File: src/pkg/rpb_consts.vh
/*
 Constants of the receiver property bank: property offsets, field
 positions, writable masks, reset values and legal value ranges.
 Assumes inclusion by the property bank design and its test bench only.
*/
`ifndef RPB_CONSTS_VH
`define RPB_CONSTS_VH

// Property offsets on the register port
`define RPB_ADDR_IEN 16'h0001
`define RPB_ADDR_FMT 16'h0102
`define RPB_ADDR_RATE 16'h0104
`define RPB_ADDR_REF 16'h0201
`define RPB_ADDR_DIV 16'h0202

// Writable bits; reserved bits read as zero
`define RPB_MASK_IEN 16'h0dcd
`define RPB_MASK_FMT 16'h00ff
`define RPB_MASK_DIV 16'h0fff

// Reset values
`define RPB_RST_IEN 16'h0000
`define RPB_RST_FMT 16'h0000
`define RPB_RST_RATE 16'h0000
`define RPB_RST_REF 16'h8000
`define RPB_RST_DIV 12'h001

// Interrupt source enable layout
`define RPB_IEN_SQ_REP 11
`define RPB_IEN_RD_REP 10
`define RPB_IEN_ST_REP 8
`define RPB_IEN_CTS 7
`define RPB_IEN_ERR 6
`define RPB_IEN_SQ 3
`define RPB_IEN_RD 2
`define RPB_IEN_ST 0

// Status byte layout
`define RPB_ST_CTS 7
`define RPB_ST_ERR 6
`define RPB_ST_SQ 3
`define RPB_ST_RD 2
`define RPB_ST_ST 0

// Audio format layout
`define RPB_FMT_EDGE 7
`define RPB_FMT_MODE_HI 6
`define RPB_FMT_MODE_LO 3
`define RPB_FMT_MONO 2
`define RPB_FMT_PREC_HI 1
`define RPB_FMT_PREC_LO 0

// Framing codes
`define RPB_MODE_I2S 4'h0
`define RPB_MODE_LEFT 4'h6
`define RPB_MODE_MSB2 4'h8
`define RPB_MODE_MSB1 4'hc

// Precision codes and word lengths
`define RPB_PREC_16 2'h0
`define RPB_PREC_20 2'h1
`define RPB_PREC_24 2'h2
`define RPB_BITS_16 5'h10
`define RPB_BITS_20 5'h14
`define RPB_BITS_24 5'h18
`define RPB_BITS_8 5'h08

// Legal ranges
`define RPB_RATE_MIN 16'h7d00
`define RPB_RATE_MAX 16'hbb80
`define RPB_REF_MIN 16'h799a
`define RPB_REF_MAX 16'h8666
`define RPB_DIV_MIN 12'h001

`endif

File: src/design/rpb_bank.v
/*
 Receiver property bank: interrupt source enables, audio output format,
 audio output rate, reference frequency and reference divider, the
 status flags they gate, the shared interrupt pin and the reference
 prescaler. Assumes a command engine on the same clock drives the
 register port, the power state and the status events; only the
 external reference arrives from outside the clock domain.
*/
// Operation
// RL1: Only cts, fault, signal quality, radio data, seek/tune flags drive interrupt.
// RL2: A source sets its status flag before its interrupt is raised.
// RL3: After each property access, set clear-to-send and interrupt if enabled.
// RL4: Bit 7 of enables loads the power-up value and is writable.
// RL5: Controller accesses properties only while powered up.
// RL6: Repeat bits 11, 10, 8 allow interrupts while the flag is set.
// RL7: Enable bits 7, 6, 3, 2, 0 let each flag raise the interrupt.
// RL8: Format bit 7 picks rising or falling bit clock edge.
// RL9: Bits 6:3 pick I2S, left-justified, MSB at second or first clock.
// RL10: Format bit 2 forces mono, else threshold blend.
// RL11: Bits 1:0 give 16, 20, 24 or 8 bits per sample.
// RL12: Zero sample rate disables audio out; legal nonzero rate enables it.
// RL13: Controller supplies bit clock and frame sync before enabling output.
// RL14: Reference frequency takes 31130 to 34406 Hz, or 0 disabling correction.
// RL15: Internal reference is external input divided by the prescaler.
// RL16: External reference up to 40 MHz, gaps for small prescaler values.
// RL17: External reference valid around tune and seek commands.
// RL18: External reference stays valid while frequency correction is used.
// RL19: Reference frequency resets to 32768 Hz.
// RL20: Prescaler accepts integer values 1 to 4095.
// RL21: Interrupt pin holds from an enabled flag until status is serviced.
`timescale 1ns/1ps
`include "rpb_consts.vh"
module rpb_bank #(
    parameter AW = 16,
    parameter DW = 16,
    parameter DIVW = 12
) (
    // Clock, reset, enable
    input wire clk,
    input wire rst,
    input wire ce,
    // Register port
    input wire [AW-1:0] reg_addr,
    input wire [DW-1:0] reg_wdata,
    input wire reg_wr,
    input wire reg_rd,
    output reg [DW-1:0] reg_rdata_ff,
    // Power state from the command engine
    input wire powered_up,
    input wire pwrup_cts_irq_en,
    // Status events and service
    input wire fault_evt,
    input wire signal_quality_evt,
    input wire radio_data_evt,
    input wire seek_tune_evt,
    input wire status_ack,
    // Status and interrupt
    output wire clear_to_send_flag,
    output wire fault_flag,
    output wire signal_quality_flag,
    output wire radio_data_flag,
    output wire seek_tune_done_flag,
    output reg shared_interrupt_pin_ff,
    // Audio output configuration
    output reg out_edge_select_ff,
    output reg [3:0] out_framing_mode_ff,
    output reg force_single_channel_ff,
    output reg [4:0] out_word_bits_ff,
    output reg [DW-1:0] out_sample_rate_ff,
    output reg audio_out_en_ff,
    // Reference clock
    input wire ext_reference,
    output reg [DW-1:0] reference_freq_value_ff,
    output reg auto_freq_correction_ff,
    output reg internal_reference_ff
);
    // Property storage
    reg [DW-1:0] ien_ff;
    reg [DW-1:0] fmt_ff;
    reg [DIVW-1:0] reference_divider_value_ff;
    reg [DW-1:0] nxt_ien;
    reg [DW-1:0] nxt_fmt;
    reg [DW-1:0] nxt_rate;
    reg [DW-1:0] nxt_ref;
    reg [DIVW-1:0] nxt_div;
    reg [DW-1:0] nxt_rdata;
    reg nxt_bad;

    // Access tracking
    reg pwr_prev_ff;
    reg cts_set_ff;
    wire access;
    wire pwr_rise;
    wire cts_set;
    wire err_evt;

    // Per-source requests
    wire cts_req;
    wire err_req;
    wire sq_req;
    wire rd_req;
    wire st_req;
    wire any_req;

    // Reference prescaler
    reg ref_sync1_ff;
    reg ref_sync2_ff;
    reg ref_prev_ff;
    reg [DIVW-1:0] ref_cnt_ff;
    reg [DIVW-1:0] nxt_ref_cnt;
    reg nxt_tick;
    wire ref_rise;

    assign access = reg_wr | reg_rd;
    assign pwr_rise = powered_up & ~pwr_prev_ff;

    // Clear-to-send rises one cycle after the last of a run of accesses
    // and on power-up; a back-to-back access keeps it low
    assign cts_set = (cts_set_ff & ~access) | pwr_rise; // RL3
    assign err_evt = nxt_bad | fault_evt;

    // Decode, range checks and read mux
    always @* begin
        nxt_ien = ien_ff;
        nxt_fmt = fmt_ff;
        nxt_rate = out_sample_rate_ff;
        nxt_ref = reference_freq_value_ff;
        nxt_div = reference_divider_value_ff;
        nxt_rdata = {DW{1'b0}};
        nxt_bad = 1'b0;
        // Power-up loads the clear-to-send enable from the command argument
        if (pwr_rise) begin
            nxt_ien[`RPB_IEN_CTS] = pwrup_cts_irq_en; // RL4
        end
        // Accesses outside the powered state are refused and flagged
        if (access && !powered_up) begin
            nxt_bad = 1'b1; // RL5
        end else if (access) begin
            case (reg_addr)
                `RPB_ADDR_IEN: begin
                    nxt_rdata = ien_ff & `RPB_MASK_IEN; // RL1
                    if (reg_wr) begin
                        nxt_ien = reg_wdata & `RPB_MASK_IEN; // RL4
                    end
                end
                `RPB_ADDR_FMT: begin
                    nxt_rdata = fmt_ff;
                    if (reg_wr) begin
                        // Only the four framing codes are taken
                        case (reg_wdata[`RPB_FMT_MODE_HI:`RPB_FMT_MODE_LO])
                            `RPB_MODE_I2S,
                            `RPB_MODE_LEFT,
                            `RPB_MODE_MSB2,
                            `RPB_MODE_MSB1: nxt_fmt = reg_wdata & `RPB_MASK_FMT; // RL9
                            default: nxt_bad = 1'b1;
                        endcase
                    end
                end
                `RPB_ADDR_RATE: begin
                    nxt_rdata = out_sample_rate_ff;
                    if (reg_wr) begin
                        if (reg_wdata == {DW{1'b0}} ||
                            (reg_wdata >= `RPB_RATE_MIN && reg_wdata <= `RPB_RATE_MAX)) begin
                            nxt_rate = reg_wdata; // RL12
                        end else begin
                            nxt_bad = 1'b1;
                        end
                    end
                end
                `RPB_ADDR_REF: begin
                    nxt_rdata = reference_freq_value_ff;
                    if (reg_wr) begin
                        if (reg_wdata == {DW{1'b0}} ||
                            (reg_wdata >= `RPB_REF_MIN && reg_wdata <= `RPB_REF_MAX)) begin
                            nxt_ref = reg_wdata; // RL14
                        end else begin
                            nxt_bad = 1'b1;
                        end
                    end
                end
                `RPB_ADDR_DIV: begin
                    nxt_rdata = {{(DW-DIVW){1'b0}}, reference_divider_value_ff};
                    if (reg_wr) begin
                        // Zero is refused; the prescaler compare would treat it as one
                        if (reg_wdata[DIVW-1:0] >= `RPB_DIV_MIN) begin
                            nxt_div = reg_wdata[DIVW-1:0]; // RL20
                        end else begin
                            nxt_bad = 1'b1;
                        end
                    end
                end
                default: nxt_bad = 1'b1;
            endcase
        end
    end

    // Property registers and read data
    always @(posedge clk) begin
        if (rst) begin
            ien_ff <= `RPB_RST_IEN;
            fmt_ff <= `RPB_RST_FMT;
            out_sample_rate_ff <= `RPB_RST_RATE;
            reference_freq_value_ff <= `RPB_RST_REF; // RL19
            reference_divider_value_ff <= `RPB_RST_DIV;
            reg_rdata_ff <= {DW{1'b0}};
            pwr_prev_ff <= 1'b0;
            cts_set_ff <= 1'b0;
        end else if (ce) begin
            ien_ff <= nxt_ien;
            fmt_ff <= nxt_fmt;
            out_sample_rate_ff <= nxt_rate;
            reference_freq_value_ff <= nxt_ref;
            reference_divider_value_ff <= nxt_div;
            reg_rdata_ff <= reg_rd ? nxt_rdata : {DW{1'b0}}; // Writes leave read data at zero
            pwr_prev_ff <= powered_up;
            cts_set_ff <= access; // RL3
        end
    end

    // Decoded audio and reference outputs, each from its own flop
    always @(posedge clk) begin
        if (rst) begin
            out_edge_select_ff <= 1'b0;
            out_framing_mode_ff <= `RPB_MODE_I2S;
            force_single_channel_ff <= 1'b0;
            out_word_bits_ff <= `RPB_BITS_16;
            audio_out_en_ff <= 1'b0;
            auto_freq_correction_ff <= 1'b1;
        end else if (ce) begin
            out_edge_select_ff <= nxt_fmt[`RPB_FMT_EDGE]; // RL8
            out_framing_mode_ff <= nxt_fmt[`RPB_FMT_MODE_HI:`RPB_FMT_MODE_LO]; // RL9
            force_single_channel_ff <= nxt_fmt[`RPB_FMT_MONO]; // RL10
            case (nxt_fmt[`RPB_FMT_PREC_HI:`RPB_FMT_PREC_LO])
                `RPB_PREC_16: out_word_bits_ff <= `RPB_BITS_16; // RL11
                `RPB_PREC_20: out_word_bits_ff <= `RPB_BITS_20; // RL11
                `RPB_PREC_24: out_word_bits_ff <= `RPB_BITS_24; // RL11
                default: out_word_bits_ff <= `RPB_BITS_8; // RL11
            endcase
            // Enabling output assumes bit clock and frame sync already run
            audio_out_en_ff <= (nxt_rate != {DW{1'b0}}); // RL12 RL13
            auto_freq_correction_ff <= (nxt_ref != {DW{1'b0}}); // RL14
        end
    end

    // Status sources; only the five status bits can reach the pin
    rpb_src u_cts (
        .clk(clk),
        .rst(rst),
        .ce(ce),
        .evt(cts_set),
        .clr(access),
        .en(ien_ff[`RPB_IEN_CTS]),
        .rep(1'b0),
        .flag_ff(clear_to_send_flag),
        .req_ff(cts_req)
    ); // RL1 RL2 RL3 RL7
    rpb_src u_err (
        .clk(clk),
        .rst(rst),
        .ce(ce),
        .evt(err_evt),
        .clr(status_ack),
        .en(ien_ff[`RPB_IEN_ERR]),
        .rep(1'b0),
        .flag_ff(fault_flag),
        .req_ff(err_req)
    ); // RL2 RL7
    rpb_src u_sq (
        .clk(clk),
        .rst(rst),
        .ce(ce),
        .evt(signal_quality_evt),
        .clr(status_ack),
        .en(ien_ff[`RPB_IEN_SQ]),
        .rep(ien_ff[`RPB_IEN_SQ_REP]),
        .flag_ff(signal_quality_flag),
        .req_ff(sq_req)
    ); // RL6 RL7
    rpb_src u_rd (
        .clk(clk),
        .rst(rst),
        .ce(ce),
        .evt(radio_data_evt),
        .clr(status_ack),
        .en(ien_ff[`RPB_IEN_RD]),
        .rep(ien_ff[`RPB_IEN_RD_REP]),
        .flag_ff(radio_data_flag),
        .req_ff(rd_req)
    ); // RL6 RL7
    rpb_src u_st (
        .clk(clk),
        .rst(rst),
        .ce(ce),
        .evt(seek_tune_evt),
        .clr(status_ack),
        .en(ien_ff[`RPB_IEN_ST]),
        .rep(ien_ff[`RPB_IEN_ST_REP]),
        .flag_ff(seek_tune_done_flag),
        .req_ff(st_req)
    ); // RL6 RL7

    assign any_req = cts_req | err_req | sq_req | rd_req | st_req;

    // Pin holds until serviced; a new request in the ack cycle wins
    always @(posedge clk) begin
        if (rst) begin
            shared_interrupt_pin_ff <= 1'b0;
        end else if (ce) begin
            if (any_req) begin
                shared_interrupt_pin_ff <= 1'b1; // RL21
            end else if (status_ack) begin
                shared_interrupt_pin_ff <= 1'b0; // RL21
            end
        end
    end

    // External reference synchroniser and edge detector
    always @(posedge clk) begin
        if (rst) begin
            ref_sync1_ff <= 1'b0;
            ref_sync2_ff <= 1'b0;
            ref_prev_ff <= 1'b0;
        end else if (ce) begin
            ref_sync1_ff <= ext_reference;
            ref_sync2_ff <= ref_sync1_ff;
            ref_prev_ff <= ref_sync2_ff;
        end
    end

    assign ref_rise = ref_sync2_ff & ~ref_prev_ff;

    // Prescaler: one tick per divider-count rising edges.
    // Usable only while the reference is well below half the clock rate.
    always @* begin
        nxt_ref_cnt = ref_cnt_ff;
        nxt_tick = 1'b0;
        if (ref_rise) begin
            if (ref_cnt_ff + `RPB_DIV_MIN >= reference_divider_value_ff) begin
                nxt_ref_cnt = {DIVW{1'b0}};
                nxt_tick = 1'b1; // RL15
            end else begin
                nxt_ref_cnt = ref_cnt_ff + `RPB_DIV_MIN;
            end
        end
    end

    // Prescaler state; a stopped reference simply holds the count
    always @(posedge clk) begin
        if (rst) begin
            ref_cnt_ff <= {DIVW{1'b0}};
            internal_reference_ff <= 1'b0;
        end else if (ce) begin
            ref_cnt_ff <= nxt_ref_cnt;
            internal_reference_ff <= nxt_tick; // RL15
        end
    end
endmodule

File: src/design/rpb_src.v
/*
 One status source: a sticky flag plus a registered interrupt request.
 Assumes event and clear come from logic on the same clock.
*/
`timescale 1ns/1ps
module rpb_src (
    // Clock, reset, enable
    input wire clk,
    input wire rst,
    input wire ce,
    // Source control
    input wire evt,
    input wire clr,
    input wire en,
    input wire rep,
    // Flag and request
    output reg flag_ff,
    output reg req_ff
);
    reg nxt_flag;
    reg nxt_req;

    // Set beats clear so an event in the clearing cycle is kept
    always @* begin
        nxt_flag = flag_ff;
        if (evt) begin
            nxt_flag = 1'b1;
        end else if (clr) begin
            nxt_flag = 1'b0;
        end
        // Request registers in the same cycle as the flag
        nxt_req = evt & en & (~flag_ff | rep);
    end

    // Flag and request storage
    always @(posedge clk) begin
        if (rst) begin
            flag_ff <= 1'b0;
            req_ff <= 1'b0;
        end else if (ce) begin
            flag_ff <= nxt_flag;
            req_ff <= nxt_req;
        end
    end
endmodule

File: config.mk
export PLATFORM = sky130hd
export DESIGN_NAME = rpb_bank
export DESIGN_NICKNAME = d
export VERILOG_FILES = /design/src/design/rpb_bank.v /design/src/design/rpb_src.v
export VERILOG_INCLUDE_DIRS = /design/src /design/src/pkg
export SDC_FILE = /design/constraint.sdc
export NUM_CORES = 1
export LEC_CHECK = 0
export BUFFER_PORTS_ARGS = -buffer_cell sky130_fd_sc_hd__buf_2
export CAP_MARGIN = 25
export CELL_PAD_IN_SITES_DETAIL_PLACEMENT = 1
export CELL_PAD_IN_SITES_GLOBAL_PLACEMENT = 1
export CORE_MARGIN = 1.5
export CORE_UTILIZATION = 44
export DETAILED_ROUTE_END_ITERATION = 10
export PLACE_DENSITY = 0.92
export SYNTH_ARGS = -nofsm -noshare
export SYNTH_HDL_FRONTEND = slang
export SYNTH_SLANG_ARGS = --single-unit
File: constraint.sdc
create_clock -name clk -period 8.4 [get_ports clk]
set_input_delay 1.26 -clock clk [delete_from_list [all_inputs] [get_ports clk]]
set_output_delay 1.26 -clock clk [all_outputs]
set_load 0.02 [all_outputs]
==> impl_results.md <==
- Grt ovf: 0
- Initial Util: about 45%
- Synth warn: 0
- DP Cell Count: roughly 890
- Num CTS Buffers: 9
- Diode count: 0
- Main synth FF type: dfxtp_1
- Routed length per instance: 21.8 um
- Number of synthesized flops with an enable pin: 0
- Clk sinks: 110
- Gp weighted congestion: 0.896
- DRC viols: 0
- Commonest non-fill, non-tap cell in the layout: buf_2
- Asr flop ratio synth: 0%
- Largest net degree at the start of global routing: 108
- Post-synthesis register bit count: 110
- Fin crit period: ~4 ns
- Worst Path Max Fanout: 15
- Reg clk slew, reported paths: 0.08 ns
- Worst-Margin Slew: approximately 1.0 ns
- Pwr dens: 156 nW/um^2
- CTS H-tree depth: 3
- Arr. time, crit path: roughly 4.3 ns
- Max incr delay on CP: about 0.85 ns
- Relative slew slack: 32.5%
- Sum Neg Setup Slack: 0 ns
- Post-synthesis cell area: 5650 sq um
- Post-synthesis sequential area ratio: between 30% and 40%
- Max-slew violations: 0
- Number of global-route vias before repair: between 5000 and 6000
- Initial drt markers: 484
- Number of I/O pins: 113
- PortBufs: 110
- Mapped Cells: 651
- Area Growth Syn to Fin: 16.0%
- Die height: 116 um
- Antenna-violating nets left: 0
- Final wirelength: ~20 mm
- DR vias/cell: ~6.2
- WP buf/inv: 0
- Share of cells above drive strength 1: approximately 20%
- Clock tree buffer depth: 2
- Post-layout utilization of the core: a little over half
- Dpl cell area: between 6000 and 7000 sq um
- CTS tree: built
- # resized after CTS: 0
- Non-filler cells, final: 910
- CP max stage cell: nor3_1
- Fin area: 6550 sq um
- Critical Path RT: just under 9 ns
- Die footprint: roughly 14000 sq um
- Initial DRT Pass Iterations: 6
- Clk_lat worst skew: 0.36 ns
- LEAKAGE: between 2 and 3 nW
- RSZ-0062 raised after global routing: false
- Core area: between 10000 and 15000 sq um
- Kind of critical path: flop to flop
- Chip width: ~120 um
- Row cnt: just over 40
- Setup crit end kind: flop
- Fin. Hold Viols: 0
- CTS Hold Buffers Added: 0
- Final-report setup violation count: 0
- Commonest cells after routing, fill and taps aside: buf_2, dfxtp_1, nor2_1
- Mean Syn Cell Area: 8.67 sq um
- Routed via count: roughly 5600
- Tot GR Track Use: 29.3%
- Initial antenna violation count: 0
- Tcrit/Tclk final: approximately 47%
- Max Cap Violations: 0
- Worst Skew: 0.00892 ns
- Post-CTS Setup Repair Bufs: 0
- Yosys cell types: 72
- Status: finished, final reports clean
- Most used cell, CP: nor3_1
- Peak supply drop: roughly 0.0001 V
- First-pass GRT wire length: 30.3 mm
- Post-DP HPWL: between 10 and 15 mm
- Fmax: ~250 MHz
- Critical Path Source Type: flop
- Top delay family on crit path: simple AND/OR/NAND/NOR gates
- Critical path cell sequence: nand3_1, nor3_1, xor2_1, ha_1, and3_1, a221o_1, a21o_1, o221a_2, nor3_1, a22o_1
- Nets: between 700 and 800
- Root buf cell: clkbuf_16
- Filler Cells Inserted: ~1500
- Minimum hold slack: roughly 0.45 ns
- Hold Crit Class: flop to flop
power breakdown:
group / internal (W) / leakage, nW / switching (W)
sequential: 0.000525 / 0.888 / 0.00000325
clock: 0.000208 / 0.137 / 0.000209
combinational: 0.0000244 / 1.66 / 0.0000520
total: 0.000757 / 2.68 / 0.000264
final cells by class:
class / instances / area [sq um] / share of cell area, %
Clock buffer: 10 / 229 / 3.50
Clock inverter: 6 / 52.6 / 0.802
Timing Repair Buffer: 116 / 621 / 9.47
Tap cell: 172 / 215 / 3.28
Multi-Input combinational cell: 475 / 3150 / 48.1
Inverter: 21 / 78.8 / 1.20
Sequential cell: 110 / 2200 / 33.6
flip-flops by register name, indices dropped and copies added (netlist names), 3 cells and up:
signal and cells:
fmt_ff 8, ien_ff 8, out_sample_rate_ff 16, out_word_bits_ff 3, ref_cnt_ff 12, reference_divider_value_ff 12, reference_freq_value_ff 16, reg_rdata_ff 16
synthesized netlist by cell type (11+ instances only):
library cell	n	share of area, %
nand3_1	12	1.1
nor4_1	15	1.7
ha_1	13	2.9
nor2_1	75	5.0
clkbuf_1	30	2.0
inv_1	20	1.3
nand2_1	69	4.6
nor3_1	11	0.97
a22o_1	12	1.9
mux2i_1	51	9.0
dfxtp_1	110	39
a21oi_1	34	3.0
nand2b_1	11	1.2
final timing paths:
check	depth (start not counted)	slack (ns)	from	endpoint
hold / removal	2	0.45	audio_out_en_ff	audio_out_en_ff
setup / recovery	10	4.45	ref_cnt_ff[0]	ref_cnt_ff[7]
hold reg to reg	2	0.45	audio_out_en_ff	audio_out_en_ff
setup reg to reg	10	4.45	ref_cnt_ff[0]	ref_cnt_ff[7]
worst register-to-register path: cells and delay by family (launching register included):
family / cells / cell delay, ns
AOI/OAI and AO/OA: 4 / 1.18
xor gates and xnor gates: 1 / 0.20
adders and majority gates: 1 / 0.27
DFF: 1 / 0.47
and+or+nand+nor: 4 / 1.79
per-layer routing:
metal | global-route usage [%] | vias to the layer above | part of all wire, %
met1 | 34.9 | 2761 | 41
met3 | 6.64 | 59 | 7.4
li1 | - | 2527 | -
met4 | 12.0 | 0 | 3.2
met2 | 51.0 | 251 | 49
met5 | 0 | - | 0
per-stage QoR:
step	total power, W	setup WS [ns]
global placement	0.000609	4.56
detailed placement	0.000613	4.39
finish	0.00102	4.45
CTS	0.00103	4.53
floorplan	0.000584	5.05
global route	0.00105	4.08
cell families (layout without fill, tap and decap cells):
family | after synthesis | in the layout | share of synthesized area (%)
AO/OA/AOI/OAI | 144 | 144 | 19.3
XOR/XNOR | 11 | 11 | 1.71
adder cells (fa/ha/maj) | 13 | 13 | 2.88
buffers and inverters | 67 | 153 | 5.23
flip-flops | 110 | 110 | 39.0
multiplexers | 52 | 52 | 9.24
other | 1 | 2 | 0.0664
AND/OR/NAND/NOR | 253 | 253 | 22.6
(Power assumes the default switching activity.)
